<file path="config.mk">
export PLATFORM = sky130hd
export DESIGN_NAME = vmsr_regs
export DESIGN_NICKNAME = d
export VERILOG_FILES = /design/src/common/vmsr_pkg.sv /design/src/common/vmsr_font_if.sv /design/src/logic/vmsr_font_select.sv /design/src/logic/vmsr_regs.sv
export SDC_FILE = /design/constraint.sdc
export NUM_CORES = 1
export LEC_CHECK = 0
export BUFFER_PORTS_ARGS = -buffer_cell sky130_fd_sc_hd__buf_2
export CORE_MARGIN = 2
export CORE_UTILIZATION = 47
export DETAILED_ROUTE_END_ITERATION = 6
export PLACE_DENSITY = 0.75
export SLEW_MARGIN = 20
export SYNTH_ARGS = -nofsm -noshare
export SYNTH_HDL_FRONTEND = slang
export SYNTH_HIERARCHICAL = 1
export SYNTH_SLANG_ARGS = --single-unit
</file>
<file path="constraint.sdc">
create_clock -name clk -period 2.45 [get_ports clk]
set_clock_uncertainty 0.2 [all_clocks]
set_input_delay 0.49 -clock clk [delete_from_list [all_inputs] [get_ports clk]]
set_output_delay 0.49 -clock clk [all_outputs]
set_load 0.02 [all_outputs]
</file>
<file path="src/common/vmsr_pkg.sv">
// shared constants for the video mode and status register bank
package vmsr_pkg;

  // host i/o port addresses, ten address bits decoded
  localparam logic [9:0] VMSR_PORT_MODE = 10'h3D8;
  localparam logic [9:0] VMSR_PORT_COLSEL = 10'h3D9;
  localparam logic [9:0] VMSR_PORT_EXT_STAT = 10'h3DA;
  localparam logic [9:0] VMSR_PORT_PEN_CLEAR = 10'h3DB;

  // display_mode_control field positions
  localparam int VMSR_MODE_HIRES_TEXT = 0;
  localparam int VMSR_MODE_GFX320 = 1;
  localparam int VMSR_MODE_MONO = 2;
  localparam int VMSR_MODE_VIDEO_EN = 3;
  localparam int VMSR_MODE_GFX640 = 4;
  localparam int VMSR_MODE_BLINK = 5;

  // display_extended_control field positions
  localparam int VMSR_EXT_FORCE_ON = 0;
  localparam int VMSR_EXT_FONT_SEL = 1;
  localparam int VMSR_EXT_FONT_AND = 2;
  localparam int VMSR_EXT_DIAG_LED = 3;
  localparam int VMSR_EXT_BYPASS = 4;
  localparam int VMSR_EXT_FAST_SCROLL = 5;
  localparam int VMSR_EXT_PAGE_LO = 6;
  localparam int VMSR_EXT_PAGE_HI = 7;

  // colour select field positions
  localparam int VMSR_CSEL_INTENSE = 4;
  localparam int VMSR_CSEL_PALETTE = 5;

  // display_status field positions
  localparam int VMSR_STAT_RETRACE = 0;
  localparam int VMSR_STAT_PEN_TRIG = 1;
  localparam int VMSR_STAT_PEN_SW = 2;
  localparam int VMSR_STAT_VRETRACE = 3;
  localparam int VMSR_STAT_FONT_LO = 4;
  localparam int VMSR_STAT_FONT_HI = 5;

  // values after reset
  localparam logic [5:0] VMSR_MODE_RESET = 6'h00;
  localparam logic [7:0] VMSR_EXT_RESET = 8'h00;
  localparam logic [5:0] VMSR_CSEL_RESET = 6'h00;
  localparam logic [7:0] VMSR_DATA_RESET = 8'h00;

  // rgb colour codes for the two 320x200 palettes
  localparam logic [2:0] VMSR_RGB_BLACK = 3'h0;
  localparam logic [2:0] VMSR_RGB_GREEN = 3'h2;
  localparam logic [2:0] VMSR_RGB_RED = 3'h4;
  localparam logic [2:0] VMSR_RGB_BROWN = 3'h6;
  localparam logic [2:0] VMSR_RGB_CYAN = 3'h3;
  localparam logic [2:0] VMSR_RGB_MAGENTA = 3'h5;
  localparam logic [2:0] VMSR_RGB_WHITE = 3'h7;

  // font number per {jumperA, jumperB, andTerm, selBit}, two bits per entry
  localparam logic [31:0] VMSR_FONT_LUT = 32'hB0E41B4E;

  // graphics submode seen by the pixel path
  typedef enum logic [1:0] {
    VMSR_SUB_TEXT = 2'b00,
    VMSR_SUB_G320 = 2'b01,
    VMSR_SUB_G640 = 2'b10
  } vmsr_sub_t;

endpackage

</file>
<file path="src/common/vmsr_font_if.sv">
`timescale 1ns/1ps
`default_nettype none
// font selection terms passed to the font decoder
interface vmsr_font_if;
  logic jumperA;
  logic jumperB;
  logic andTerm;
  logic selBit;
  logic [1:0] fontNumber;
  modport regs (output jumperA, output jumperB, output andTerm, output selBit, input fontNumber);
  modport decoder (input jumperA, input jumperB, input andTerm, input selBit, output fontNumber);
endinterface
`default_nettype wire

</file>
<file path="src/logic/vmsr_font_select.sv">
`timescale 1ns/1ps
`default_nettype none
// font number from the jumpers, the select bit and the attribute and-term
module vmsr_font_select
  import vmsr_pkg::*;
(
  vmsr_font_if.decoder fnt
);
  logic [3:0] lutIndex;

  // table lookup; the table is not monotonic, so no shortcut logic
  always_comb begin
    lutIndex = {fnt.jumperA, fnt.jumperB, fnt.andTerm, fnt.selBit};
    fnt.fontNumber = VMSR_FONT_LUT[{lutIndex, 1'b0} +: 2];
  end
endmodule
`default_nettype wire

</file>
<file path="src/logic/vmsr_regs.sv">
`timescale 1ns/1ps
`default_nettype none
module vmsr_regs
  import vmsr_pkg::*;
(
  input wire logic clk,
  input wire logic reset,
  // host i/o cycle, one clock per strobe
  input wire logic [9:0] ioAddr,
  input wire logic addrEnable,
  input wire logic ioWrite,
  input wire logic ioRead,
  input wire logic [7:0] ioDataIn,
  output logic [7:0] ioDataOut,
  output logic ioDataOe,
  // raster and light pen inputs
  input wire logic hRetrace,
  input wire logic vRetrace,
  input wire logic lightPenStrobe,
  input wire logic lightPenSwitchClosed,
  // board jumpers and per-character attribute
  input wire logic fontJumperA,
  input wire logic fontJumperB,
  input wire logic attributeRedBackgroundBit,
  // pixel code from the graphics shifter
  input wire logic [1:0] pixelCode,
  // decoded controls
  output logic hiResText,
  output logic monochrome,
  output logic blinkEnable,
  output logic [1:0] subMode,
  output logic videoOn,
  output logic diagLed,
  output logic altVideoSelect,
  output logic fastScroll,
  output logic [1:0] textPage,
  output logic [1:0] fontNumber,
  output logic [3:0] pixelColor
);

  // register state
  logic [5:0] modeCtrl_reg;
  logic [5:0] modeCtrl_next;
  logic [7:0] extCtrl_reg;
  logic [7:0] extCtrl_next;
  logic [5:0] colSel_reg;
  logic [5:0] colSel_next;
  logic penTrig_reg;
  logic penTrig_next;
  logic penStrobePrev_reg;
  logic penStrobePrev_next;

  // read path state
  logic [7:0] dataOut_reg;
  logic [7:0] dataOut_next;
  logic dataOe_reg;
  logic dataOe_next;

  // decoded output state
  logic hiResText_reg;
  logic hiResText_next;
  logic monochrome_reg;
  logic monochrome_next;
  logic blinkEnable_reg;
  logic blinkEnable_next;
  vmsr_sub_t subMode_reg;
  vmsr_sub_t subMode_next;
  logic videoOn_reg;
  logic videoOn_next;
  logic diagLed_reg;
  logic diagLed_next;
  logic altVideo_reg;
  logic altVideo_next;
  logic fastScroll_reg;
  logic fastScroll_next;
  logic [1:0] textPage_reg;
  logic [1:0] textPage_next;
  logic [1:0] fontNumber_reg;
  logic [1:0] fontNumber_next;
  logic [3:0] pixelColor_reg;
  logic [3:0] pixelColor_next;

  // decode helpers
  logic portValid;
  logic wrMode;
  logic wrExt;
  logic wrColSel;
  logic wrPenClear;
  logic rdStatus;
  logic penRise;
  logic [7:0] statusByte;

  vmsr_font_if fontBus ();

  // font decoder sees jumpers, select bit and the attribute and-term
  assign fontBus.jumperA = fontJumperA;
  assign fontBus.jumperB = fontJumperB;
  assign fontBus.selBit = extCtrl_reg[VMSR_EXT_FONT_SEL];
  assign fontBus.andTerm = extCtrl_reg[VMSR_EXT_FONT_AND] & attributeRedBackgroundBit;

  vmsr_font_select fontDecoder (
    .fnt(fontBus.decoder)
  );

  // address decode; addrEnable high marks a dma cycle, which is ignored
  always_comb begin
    portValid = !addrEnable;
    wrMode = portValid && ioWrite && (ioAddr == VMSR_PORT_MODE);
    wrColSel = portValid && ioWrite && (ioAddr == VMSR_PORT_COLSEL);
    wrExt = portValid && ioWrite && (ioAddr == VMSR_PORT_EXT_STAT);
    wrPenClear = portValid && ioWrite && (ioAddr == VMSR_PORT_PEN_CLEAR);
    rdStatus = portValid && ioRead && (ioAddr == VMSR_PORT_EXT_STAT);
  end

  // write-only registers; nothing reads them back, software must shadow them
  always_comb begin
    modeCtrl_next = modeCtrl_reg;
    extCtrl_next = extCtrl_reg;
    colSel_next = colSel_reg;
    if (wrMode) begin
      modeCtrl_next = ioDataIn[5:0];
    end
    if (wrExt) begin
      extCtrl_next = ioDataIn;
    end
    if (wrColSel) begin
      colSel_next = ioDataIn[5:0];
    end
  end

  always_ff @(posedge clk) begin
    if (reset) begin
      modeCtrl_reg <= VMSR_MODE_RESET;
      extCtrl_reg <= VMSR_EXT_RESET;
      colSel_reg <= VMSR_CSEL_RESET;
    end else begin
      modeCtrl_reg <= modeCtrl_next;
      extCtrl_reg <= extCtrl_next;
      colSel_reg <= colSel_next;
    end
  end

  // light pen trigger: a rising strobe sets it, a write to 3DB clears it
  always_comb begin
    penStrobePrev_next = lightPenStrobe;
    penRise = lightPenStrobe && !penStrobePrev_reg;
    penTrig_next = penTrig_reg;
    if (wrPenClear) begin
      penTrig_next = 1'b0;
    end
    // a strobe in the clearing cycle is kept, set beats clear
    if (penRise) begin
      penTrig_next = 1'b1;
    end
  end

  always_ff @(posedge clk) begin
    if (reset) begin
      penTrig_reg <= 1'b0;
      penStrobePrev_reg <= 1'b0;
    end else begin
      penTrig_reg <= penTrig_next;
      penStrobePrev_reg <= penStrobePrev_next;
    end
  end

  // status byte built live, so retrace and switch are never stale
  always_comb begin
    statusByte = 8'h00;
    statusByte[VMSR_STAT_RETRACE] = hRetrace | vRetrace;
    statusByte[VMSR_STAT_PEN_TRIG] = penTrig_reg;
    statusByte[VMSR_STAT_PEN_SW] = !lightPenSwitchClosed;
    statusByte[VMSR_STAT_VRETRACE] = vRetrace;
    statusByte[VMSR_STAT_FONT_LO] = fontNumber_reg[0];
    statusByte[VMSR_STAT_FONT_HI] = fontNumber_reg[1];
  end

  // read path; only 3DA answers, other ports leave the bus undriven
  always_comb begin
    dataOut_next = VMSR_DATA_RESET;
    dataOe_next = 1'b0;
    if (rdStatus) begin
      dataOut_next = statusByte;
      dataOe_next = 1'b1;
    end
  end

  always_ff @(posedge clk) begin
    if (reset) begin
      dataOut_reg <= VMSR_DATA_RESET;
      dataOe_reg <= 1'b0;
    end else begin
      dataOut_reg <= dataOut_next;
      dataOe_reg <= dataOe_next;
    end
  end

  // mode decode; 640 wins over 320 if software sets both
  always_comb begin
    hiResText_next = modeCtrl_reg[VMSR_MODE_HIRES_TEXT];
    monochrome_next = modeCtrl_reg[VMSR_MODE_MONO];
    blinkEnable_next = modeCtrl_reg[VMSR_MODE_BLINK];
    if (modeCtrl_reg[VMSR_MODE_GFX640]) begin
      subMode_next = VMSR_SUB_G640;
    end else if (modeCtrl_reg[VMSR_MODE_GFX320]) begin
      subMode_next = VMSR_SUB_G320;
    end else begin
      subMode_next = VMSR_SUB_TEXT;
    end
    // force-on bypasses the enable so text updates do not flicker
    videoOn_next = modeCtrl_reg[VMSR_MODE_VIDEO_EN]
                   | extCtrl_reg[VMSR_EXT_FORCE_ON];
    diagLed_next = extCtrl_reg[VMSR_EXT_DIAG_LED];
    altVideo_next = extCtrl_reg[VMSR_EXT_BYPASS];
    // fast scroll only counts in 80x25 text
    fastScroll_next = extCtrl_reg[VMSR_EXT_FAST_SCROLL]
                      && modeCtrl_reg[VMSR_MODE_HIRES_TEXT]
                      && !modeCtrl_reg[VMSR_MODE_GFX320]
                      && !modeCtrl_reg[VMSR_MODE_GFX640];
    if (fastScroll_next) begin
      textPage_next = extCtrl_reg[VMSR_EXT_PAGE_HI:VMSR_EXT_PAGE_LO];
    end else begin
      textPage_next = 2'h0;
    end
    fontNumber_next = fontBus.fontNumber;
  end

  // pixel colour; one cycle of latency, the shifter must allow for it
  always_comb begin
    pixelColor_next = 4'h0;
    unique case (subMode_reg)
      VMSR_SUB_G640: begin
        // background is always black, foreground from colour select
        if (pixelCode[0]) begin
          pixelColor_next = colSel_reg[3:0];
        end
      end
      VMSR_SUB_G320: begin
        if (pixelCode == 2'h0) begin
          pixelColor_next = colSel_reg[3:0];
        end else if (colSel_reg[VMSR_CSEL_PALETTE]) begin
          unique case (pixelCode)
            2'h1: pixelColor_next = {colSel_reg[VMSR_CSEL_INTENSE], VMSR_RGB_CYAN};
            2'h2: pixelColor_next = {colSel_reg[VMSR_CSEL_INTENSE], VMSR_RGB_MAGENTA};
            default: pixelColor_next = {colSel_reg[VMSR_CSEL_INTENSE], VMSR_RGB_WHITE};
          endcase
        end else begin
          unique case (pixelCode)
            2'h1: pixelColor_next = {colSel_reg[VMSR_CSEL_INTENSE], VMSR_RGB_GREEN};
            2'h2: pixelColor_next = {colSel_reg[VMSR_CSEL_INTENSE], VMSR_RGB_RED};
            default: pixelColor_next = {colSel_reg[VMSR_CSEL_INTENSE], VMSR_RGB_BROWN};
          endcase
        end
      end
      VMSR_SUB_TEXT: begin
        pixelColor_next = {1'b0, VMSR_RGB_BLACK};
      end
      default: begin
        pixelColor_next = 4'h0;
      end
    endcase
  end

  always_ff @(posedge clk) begin
    if (reset) begin
      hiResText_reg <= 1'b0;
      monochrome_reg <= 1'b0;
      blinkEnable_reg <= 1'b0;
      subMode_reg <= VMSR_SUB_TEXT;
      videoOn_reg <= 1'b0;
      diagLed_reg <= 1'b0;
      altVideo_reg <= 1'b0;
      fastScroll_reg <= 1'b0;
      textPage_reg <= 2'h0;
      fontNumber_reg <= 2'h0;
      pixelColor_reg <= 4'h0;
    end else begin
      hiResText_reg <= hiResText_next;
      monochrome_reg <= monochrome_next;
      blinkEnable_reg <= blinkEnable_next;
      subMode_reg <= subMode_next;
      videoOn_reg <= videoOn_next;
      diagLed_reg <= diagLed_next;
      altVideo_reg <= altVideo_next;
      fastScroll_reg <= fastScroll_next;
      textPage_reg <= textPage_next;
      fontNumber_reg <= fontNumber_next;
      pixelColor_reg <= pixelColor_next;
    end
  end

  // every output comes straight from a flip-flop
  assign ioDataOut = dataOut_reg;
  assign ioDataOe = dataOe_reg;
  assign hiResText = hiResText_reg;
  assign monochrome = monochrome_reg;
  assign blinkEnable = blinkEnable_reg;
  assign subMode = subMode_reg;
  assign videoOn = videoOn_reg;
  assign diagLed = diagLed_reg;
  assign altVideoSelect = altVideo_reg;
  assign fastScroll = fastScroll_reg;
  assign textPage = textPage_reg;
  assign fontNumber = fontNumber_reg;
  assign pixelColor = pixelColor_reg;

endmodule
`default_nettype wire

</file>
==> metrics.yaml, run 1 <==
run_status:
  outcome: "complete, no violations"
worst_hold_path:
  holdCritStartpoint: "lightPenSwitchClosed"
  whs_path_depth: 2
  min_path_type: "input port to register"
  whs_endpoint: "ioDataOut[2]$_SDFF_PP0_"
worst_setup_path:
  r2r-start: "subMode[0]$_SDFF_PP0_"
  critPathKind: "input port to register"
  path_max_fanout: 7
  r2r_slack_ps: 1030
  rr_worst_depth: 4
  required_ps: 2500
  r2r-end: "pixelColor[3]$_SDFF_PP0_"
  start_kind: "input port"
  crit_path_end_kind: "register"
  critPathArrivalTime_ps: 1910
floorplanning:
  io_pins: 58
  chipHeight_um: 66.4
  fp.dieW_um: 66.4
  core.rowCount: 22
  dieArea_um2: 4410
  coreArea_um2: 3720
  start_util_pct: 49.3
detailed_routing:
  route.vias.total: 1297
  first_iter_violations: 39
  firstDrtPassIters: 4
  routed_via_density: 4.63
  detail_route.wl_per_cell_um: 11.6
  ant_nets: 0
  drcViolationCount: 0
  drt-total-wl_um: 3240
cells_and_area:
  drive_above_1_share_pct: 31.5
  fin_cells: 280
  nNetsFinal: 265
  area_delta_synth_final_pct: 22.6
  multi_input_area_um2: 817
  num-fill-cells: 355
  ff_latch_area_um2: 921
  fin_area_um2: 2250
  final_core_util_pct: 60.4
  largest_register_ffs: 8
  diodes: 0
synthesis:
  post-synth-top-area-cell: "dfxtp_1"
  synthCells: 174
  synth_area_um2: 1830
  synth_top_area_share_pct: 50.3
  ys_ff_latch: 46
  synth_common_cells: "46 x dfxtp_1, 29 x nand2b_1, 20 x mux2i_1, 11 x inv_1, 8 x nor2b_1"
  synth_edf_count: 0
  avgSynthCellArea_um2: 10.5
  synthMostInstantiatedCell: "dfxtp_1"
  async_flop_share_pct: 0
  seq_area_frac_synth_pct: 50.3
  yosysWarningCount: 6
  synth_top_flop_cell: "dfxtp_1"
  ys_types: 32
  ys_top_cells_by_area: "dfxtp_1 50%, mux2i_1 11%, nand2b_1 9.9%, nor4_4 3.5%, nor2b_1 2.7%"
clock_network:
  cts-resized-gates: 0
  cts_tree: "done"
  clock_sinks: 46
  clk_pin_slew_ps: 80
  hold_buffers: 0
  h-tree-depth: 2
  cts_buffer_depth: 2
  cts_buffers: 5
  cts_setup_buffers: 0
  root_buffer: "clkbuf_8"
  clock_latency_ps: 300
place:
  hpwl_um: 2410
  placed_cell_area_um2: 2140
  place_inst: 272
  place_congestion: 0.733
  io_buffer_count: 55
pwr:
  p_leak_nw: 0.990
  intPower_mw: 1.09
  switchingPower_uw: 292
  powerDensity_nw_per_um2: 614
  power_frac_seq_pct: 54.6
  swShare_pct: 21.2
  p_comb_share_pct: 5.4
  max-vdd-ir-drop_mv: 0.355
  clkPwrFrac_pct: 40.0
timing:
  slew_viol_final: 0
  hold_viol: 0
  fmax_ghz: 0.537
  fin_crit_sh_pct: 76.0
  tightest_slew_ps: 578
  rsz0062_at_grt: "false"
  finalSetupViolations: 0
  hold_slack_ps: 136
  slew_headroom_pct: 61.1
  fin_setup_tns_ps: 0
  finalCriticalPeriod_ps: 1860
global_route:
  grt_usage_pct: 16.3
  grt_pass1_vias: 1205
  grt_max_degree: 37
  grt_pass1_wl_um: 5300
  overflow: 0
  antenna_found_initial: 0
job:
  drv_cap: 0
layer usage:
metal	track usage [%]	vias up	part of all wire, %
li1	-	675	-
met4	9.95	0	1.9
met2	24.8	26	47
met1	20.6	590	47
met3	4.26	6	4.6
met5	0	-	0
area by class of cell:
class	count	area share (%)
Inverter	11	1.84
Clock buffer	5	3.06
Tap cell	48	2.67
Clock inverter	3	1.78
Sequential cell	46	41.0
Multi-Input combinational cell	109	36.4
Timing Repair Buffer	58	13.3
worst max-delay path by stage:
stage / from / endpoint / slack, ps / depth (start not counted)
floorplan: ioAddr[5] / extCtrl_reg[0]$_SDFFE_PP0P_ / 580 / 4
global placement: ioAddr[5] / ioDataOut[3]$_SDFF_PP0_ / 370 / 4
global route: ioAddr[5] / ioDataOut[3]$_SDFF_PP0_ / 450 / 4
detailed placement: ioAddr[5] / ioDataOut[4]$_SDFF_PP0_ / 300 / 4
CTS: ioAddr[5] / ioDataOut[4]$_SDFF_PP0_ / 590 / 4
finish: ioAddr[5] / ioDataOut[4]$_SDFF_PP0_ / 590 / 4
through the flow:
step                total power, mW  worst slack [ps]
floorplan                     0.814               582
global placement              0.844               368
detailed placement            0.845               296
CTS                            1.39               593
global route                   1.42               447
finish                         1.38               588
power by group through the flow:
stage                     Combinational, mW  Clock (mW)  Sequential (mW)
final                                0.0745       0.552            0.752
after global routing                 0.0817       0.589            0.753
after CTS                            0.0752       0.564            0.752
after global placement               0.0743           0            0.770
after detailed placement             0.0751           0            0.770
after floorplan                      0.0444           0            0.769
worst max-delay path, stage by stage:
cell       delay (ps)
buf_2              90
nand4bb_1         460
nor4_2            670
and2_1            200
placed cells by master, fill, tap and decap left out:
master	instances
buf_2	55
dfxtp_1	46
nand2b_1	29
mux2i_1	20
inv_1	11
nor2b_1	8
and2_1	7
nor2_1	6
clkbuf_8	5
nand2_1	4
o21ai_0	4
a21oi_1	4
nor4_4	3
buf_4	3
nand4bb_1	2
nand3b_1	2
nor3b_1	2
o21a_1	2
ha_1	2
conb_1	2
clkinv_2	2
nand4_2	1
nor4_2	1
or3b_1	1
nor3_1	1
o21bai_1	1
a31oi_1	1
nand4b_1	1
o211ai_1	1
or2_2	1
bufinv_16	1
or2b_1	1
o21ai_2	1
xnor2_1	1
kinds of logic (layout without fill, tap and decap cells):
| group | Yosys count | after routing | share of synthesized area (%) |
|---|---|---|---|
| other | 1 | 2 | 0.205 |
| multiplexers | 20 | 20 | 10.9 |
| AO/OA/AOI/OAI | 14 | 14 | 4.65 |
| adder cells (fa/ha/maj) | 2 | 2 | 1.37 |
| buffers and inverters | 20 | 77 | 5.33 |
| AND/OR/NAND/NOR | 70 | 70 | 26.8 |
| XOR/XNOR | 1 | 1 | 0.478 |
| flip-flops | 46 | 46 | 50.3 |
Note: power is estimated with default switching activity, not from simulation.
==> inputs of run 2 (changes only) <==
clock period = 1.85 ns   (was 2.45 ns; I/O delays follow)
==> metrics.yaml, run 2 (same netlist as run 1, synthesis figures left out) <==
global_route:
  met3_usage_pct: 6.81
  grt_pass1_vias: 1246
  grt_usage_pct: 16.1
  grt_max_degree: 23
  antenna_found_initial: 0
  met1_usage_pct: 18.7
  grt-busiest-layer: "met2"
  grt_use_met2_pct: 26.0
  grt_pass1_wl_um: 5240
  overflow: 0
pwr:
  powerDensity_nw_per_um2: 794
  switchingPower_uw: 362
  power_frac_seq_pct: 55.0
  clkPwrFrac_pct: 39.4
  swShare_pct: 20.0
  intPower_mw: 1.45
  p_comb_share_pct: 5.5
  max-vdd-ir-drop_mv: 0.535
  p_leak_nw: 1.00
timing:
  fin_crit_sh_pct: 78.2
  finalCriticalPeriod_ps: 1450
  hold_slack_ps: 21.4
  hold_viol: 0
  rsz0062_at_grt: "false"
  slew_viol_final: 0
  fmax_ghz: 0.691
  finalSetupViolations: 0
  fin_setup_tns_ps: 0
detailed_routing:
  first_iter_violations: 31
  firstDrtPassIters: 4
  drt-total-wl_um: 3080
  routed_via_density: 4.55
  route.vias.total: 1289
  drcViolationCount: 0
  ant_nets: 0
  detail_route.wl_per_cell_um: 10.9
worst_setup_path:
  start_kind: "input port"
  critPathKind: "input port to register"
  crit_chain: "buf_2 > nand4bb_1 > buf_4 > nor4_4 > buf_12 > mux2i_1"
  crit_start: "ioAddr[5]"
  crit_path_end_kind: "register"
  max_stage_delay_ps: 300
  required_ps: 1870
  path_max_fanout: 8
  critical-path-top-delay-family: "simple AND/OR/NAND/NOR gates"
  critPathArrivalTime_ps: 1470
  r2r-start: "subMode[0]$_SDFF_PP0_"
  cp_slowest_cell: "nor4_4"
  cp_num_buf_inv: 3
cells_and_area:
  nNetsFinal: 268
  largest_register_ffs: 8
  diodes: 0
  final_common_cell: "buf_2"
  area_delta_synth_final_pct: 24.4
  drive_above_1_share_pct: 31.5
  num-fill-cells: 341
  final_cell_mix: "55 x buf_2, 46 x dfxtp_1, 29 x nand2b_1"
worst_hold_path:
  min_path_type: "input port to register"
  holdCritStartpoint: "lightPenSwitchClosed"
floorplanning:
  dieArea_um2: 4410
  start_util_pct: 49.3
  chipHeight_um: 66.4
  core.rowCount: 22
  coreArea_um2: 3720
  io_pins: 58
  fp.dieW_um: 66.4
run_status:
  outcome: "complete, no violations"
clock_network:
  cts_tree: "done"
  cts_buffers: 5
  cts_buffer_depth: 2
  clk_pin_slew_ps: 80
  root_buffer: "clkbuf_8"
  cts-resized-gates: 0
  cts_setup_buffers: 0
  hold_buffers: 0
  clock_sinks: 46
  clock_latency_ps: 290
  h-tree-depth: 2
place:
  place_congestion: 0.692
  io_buffer_count: 55
  hpwl_um: 2330
job:
  drv_cap: 0
-- run 2: cell types whose count changed in the layout (fill, tap and decap cells not counted) --
cell      change
buf_4         +2
clkbuf_1      +2
clkinv_2      -2
buf_12        +1
-- run 2: cell type report --
type	count	area [µm²]	share of cell area (%)
tap	48	60.1	2.64
multi-input combinational	109	817	35.9
timing repair buffer	61	333	14.6
clock buffer	7	76.3	3.35
clock inverter	1	30.0	1.32
inverter	11	41.3	1.81
sequential	46	921	40.4
-- run 2: per-stage QoR --
step                std cells  worst slack (ps)  total power, mW  utilization (%)  instance area (µm²)
floorplan                 175               102             1.08                -                 1840
global placement          275               127             1.12             58.5                 2170
detailed placement        275              91.4             1.12             58.5                 2170
CTS                       283               406             1.83             61.3                 2280
global route              283               322             1.89             61.3                 2280
finish                    283               403             1.81             61.3                 2280
-- run 2: final timing paths --
path / end / slack [ps] / cells past startpoint
worst max register to register: pixelColor[0]$_SDFF_PP0_ / 440 / 4
worst max-delay path: extCtrl_reg[6]$_SDFFE_PP0P_ / 400 / 6
worst min-delay path: ioDataOut[2]$_SDFF_PP0_ / 20 / 2
worst min register to register: textPage[1]$_SDFF_PP0_ / 230 / 2
-- run 2: power groups by stage --
stage / Combinational (mW) / Clock, mW / Sequential, mW
2_1_floorplan: 0.0588 / 0 / 1.02
3_3_place_gp: 0.101 / 0 / 1.02
3_5_place_dp: 0.101 / 0 / 1.02
4_1_cts: 0.101 / 0.735 / 0.996
5_1_grt: 0.110 / 0.787 / 0.997
6_report: 0.100 / 0.714 / 0.996
-- run 2: metal layers --
| layer | vias to the layer above | wire length [µm] | share of wire (%) |
|---|---|---|---|
| met5 | - | 0 | 0 |
| met4 | 0 | 54 | 1.8 |
| met3 | 5 | 156 | 5.1 |
| met2 | 28 | 1450 | 47 |
| met1 | 570 | 1420 | 46 |
| li1 | 686 | - | - |
-- run 2: worst reg2reg max path, cell delays in order (launching register included) --
cell     delay, ps
dfxtp_1        350
inv_1           50
ha_1           270
or2_2          330
a21oi_1        140
==> inputs of run 3 (changes only) <==
clock period = 1.5 ns   (was 1.85 ns; I/O delays follow)
==> metrics.yaml, run 3 (same netlist as run 1, synthesis figures left out) <==
run_status:
  outcome: "complete, no violations"
cells_and_area:
  fin_area_um2: 2320
  diodes: 0
  fin_cells: 286
  final_common_cell: "buf_2"
  final_cell_mix: "55 x buf_2, 45 x dfxtp_1, 29 x nand2b_1"
  nNetsFinal: 273
  largest_register_ffs: 8
  num-fill-cells: 330
  drive_above_1_share_pct: 33.2
  area_delta_synth_final_pct: 26.5
global_route:
  grt_usage_pct: 16.2
  grt_pass1_vias: 1240
  grt_max_degree: 31
  grt_pass1_wl_um: 5350
  antenna_found_initial: 0
  overflow: 0
worst_setup_path:
  critPathArrivalTime_ps: 1400
  crit_path_end_kind: "register"
  start_kind: "register"
  path_max_fanout: 4
  critPathKind: "register to register"
  required_ps: 1520
floorplanning:
  chipHeight_um: 66.4
  coreArea_um2: 3720
  dieArea_um2: 4410
  start_util_pct: 49.3
  io_pins: 58
  fp.dieW_um: 66.4
  core.rowCount: 22
clock_network:
  h-tree-depth: 2
  cts_tree: "done"
  root_buffer: "clkbuf_8"
  clock_latency_ps: 280
  cts_buffers: 5
  clock_sinks: 46
  cts_buffer_depth: 2
  cts_setup_buffers: 0
  clk_pin_slew_ps: 80
pwr:
  powerDensity_nw_per_um2: 897
  p_leak_nw: 1.02
  max-vdd-ir-drop_mv: 0.845
  power_mw: 2.08
place:
  io_buffer_count: 55
  placed_cell_area_um2: 2220
  place_congestion: 0.722
  hpwl_um: 2420
  place_inst: 279
timing:
  rsz0062_at_grt: "false"
  finalSetupViolations: 0
  hold_viol: 0
  finalCriticalPeriod_ps: 1380
  fin_crit_sh_pct: 92.0
  fmax_ghz: 0.725
  slew_viol_final: 0
detailed_routing:
  ant_nets: 0
  first_iter_violations: 50
  drcViolationCount: 0
  drt-total-wl_um: 3150
  route.vias.total: 1316
  routed_via_density: 4.60
  detail_route.wl_per_cell_um: 11.0
  firstDrtPassIters: 4
job:
  drv_cap: 0
worst_hold_path:
  min_path_type: "input port to register"
-- run 3: cell types whose count changed in the layout (fill, tap and decap cells not counted) --
cell and change:
buf_4 +3, clkbuf_1 -2, buf_12 +1, bufinv_16 -1
clkbuf_8 +1, dfxtp_1 -1, dfxtp_2 +1, dlygate4sd3_1 +1
nand4_2 -1, nand4_4 +1
-- run 3: critical path, cell delays in order, from the launching register on --
cell and delay [ps]:
dfxtp_2 350, inv_1 40, ha_1 270, or2_2 340, a21oi_1 120
-- run 3: worst paths after layout --
kind                               start                        to  slack, ps  cells after the start
max                subMode[0]$_SDFF_PP0_  pixelColor[3]$_SDFF_PP0_        120                      4
min reg2reg  extCtrl_reg[7]$_SDFFE_PP0P_    textPage[1]$_SDFF_PP0_        240                      2
min                             hRetrace   ioDataOut[0]$_SDFF_PP0_         10                      2
max reg2reg        subMode[0]$_SDFF_PP0_  pixelColor[3]$_SDFF_PP0_        120                      4
-- run 3: area by class of cell --
cell class	instances	area (µm²)	share of cell area, %
Multi-Input combinational cell	109	826	35.6
Timing Repair Buffer	66	385	16.6
Clock buffer	6	82.6	3.56
Inverter	11	41.3	1.78
Tap cell	48	60.1	2.59
Sequential cell	46	922	39.8
-- run 3: metrics by stage --
stage / utilization (%) / setup slack [ps] / setup TNS (ps) / hold WS (ps)
after floorplan: - / -82.0 / -1000 / 172
after global placement: 59.8 / -129 / -1980 / 215
after detailed placement: 59.8 / -149 / -2080 / 222
after CTS: 62.3 / 74.4 / 0 / 2.21
after global routing: 62.4 / 32.6 / 0 / 4.65
final: 62.4 / 121 / 0 / 10.6
-- run 3: routing by layer --
layer | vias up | part of all wire [%] | track usage [%]
li1 | 694 | - | -
met1 | 589 | 46 | 18.9
met2 | 31 | 48 | 28.0
met3 | 2 | 5.1 | 4.77
met4 | 0 | 0.44 | 5.36
met5 | - | 0 | 0
-- run 3: repair_timing --
action,CTS,global route
setup endpoints to repair,0,1
resized for setup,0,1
endpoints found under the hold margin,1,0
hold buffers,1,0
-- run 3: where the power goes --
group          internal [mW]  switching (mW)  total, mW
sequential              1.23         0.00202       1.23
combinational         0.0734          0.0681      0.142
clock                  0.355           0.353      0.708
total                   1.65           0.424       2.08
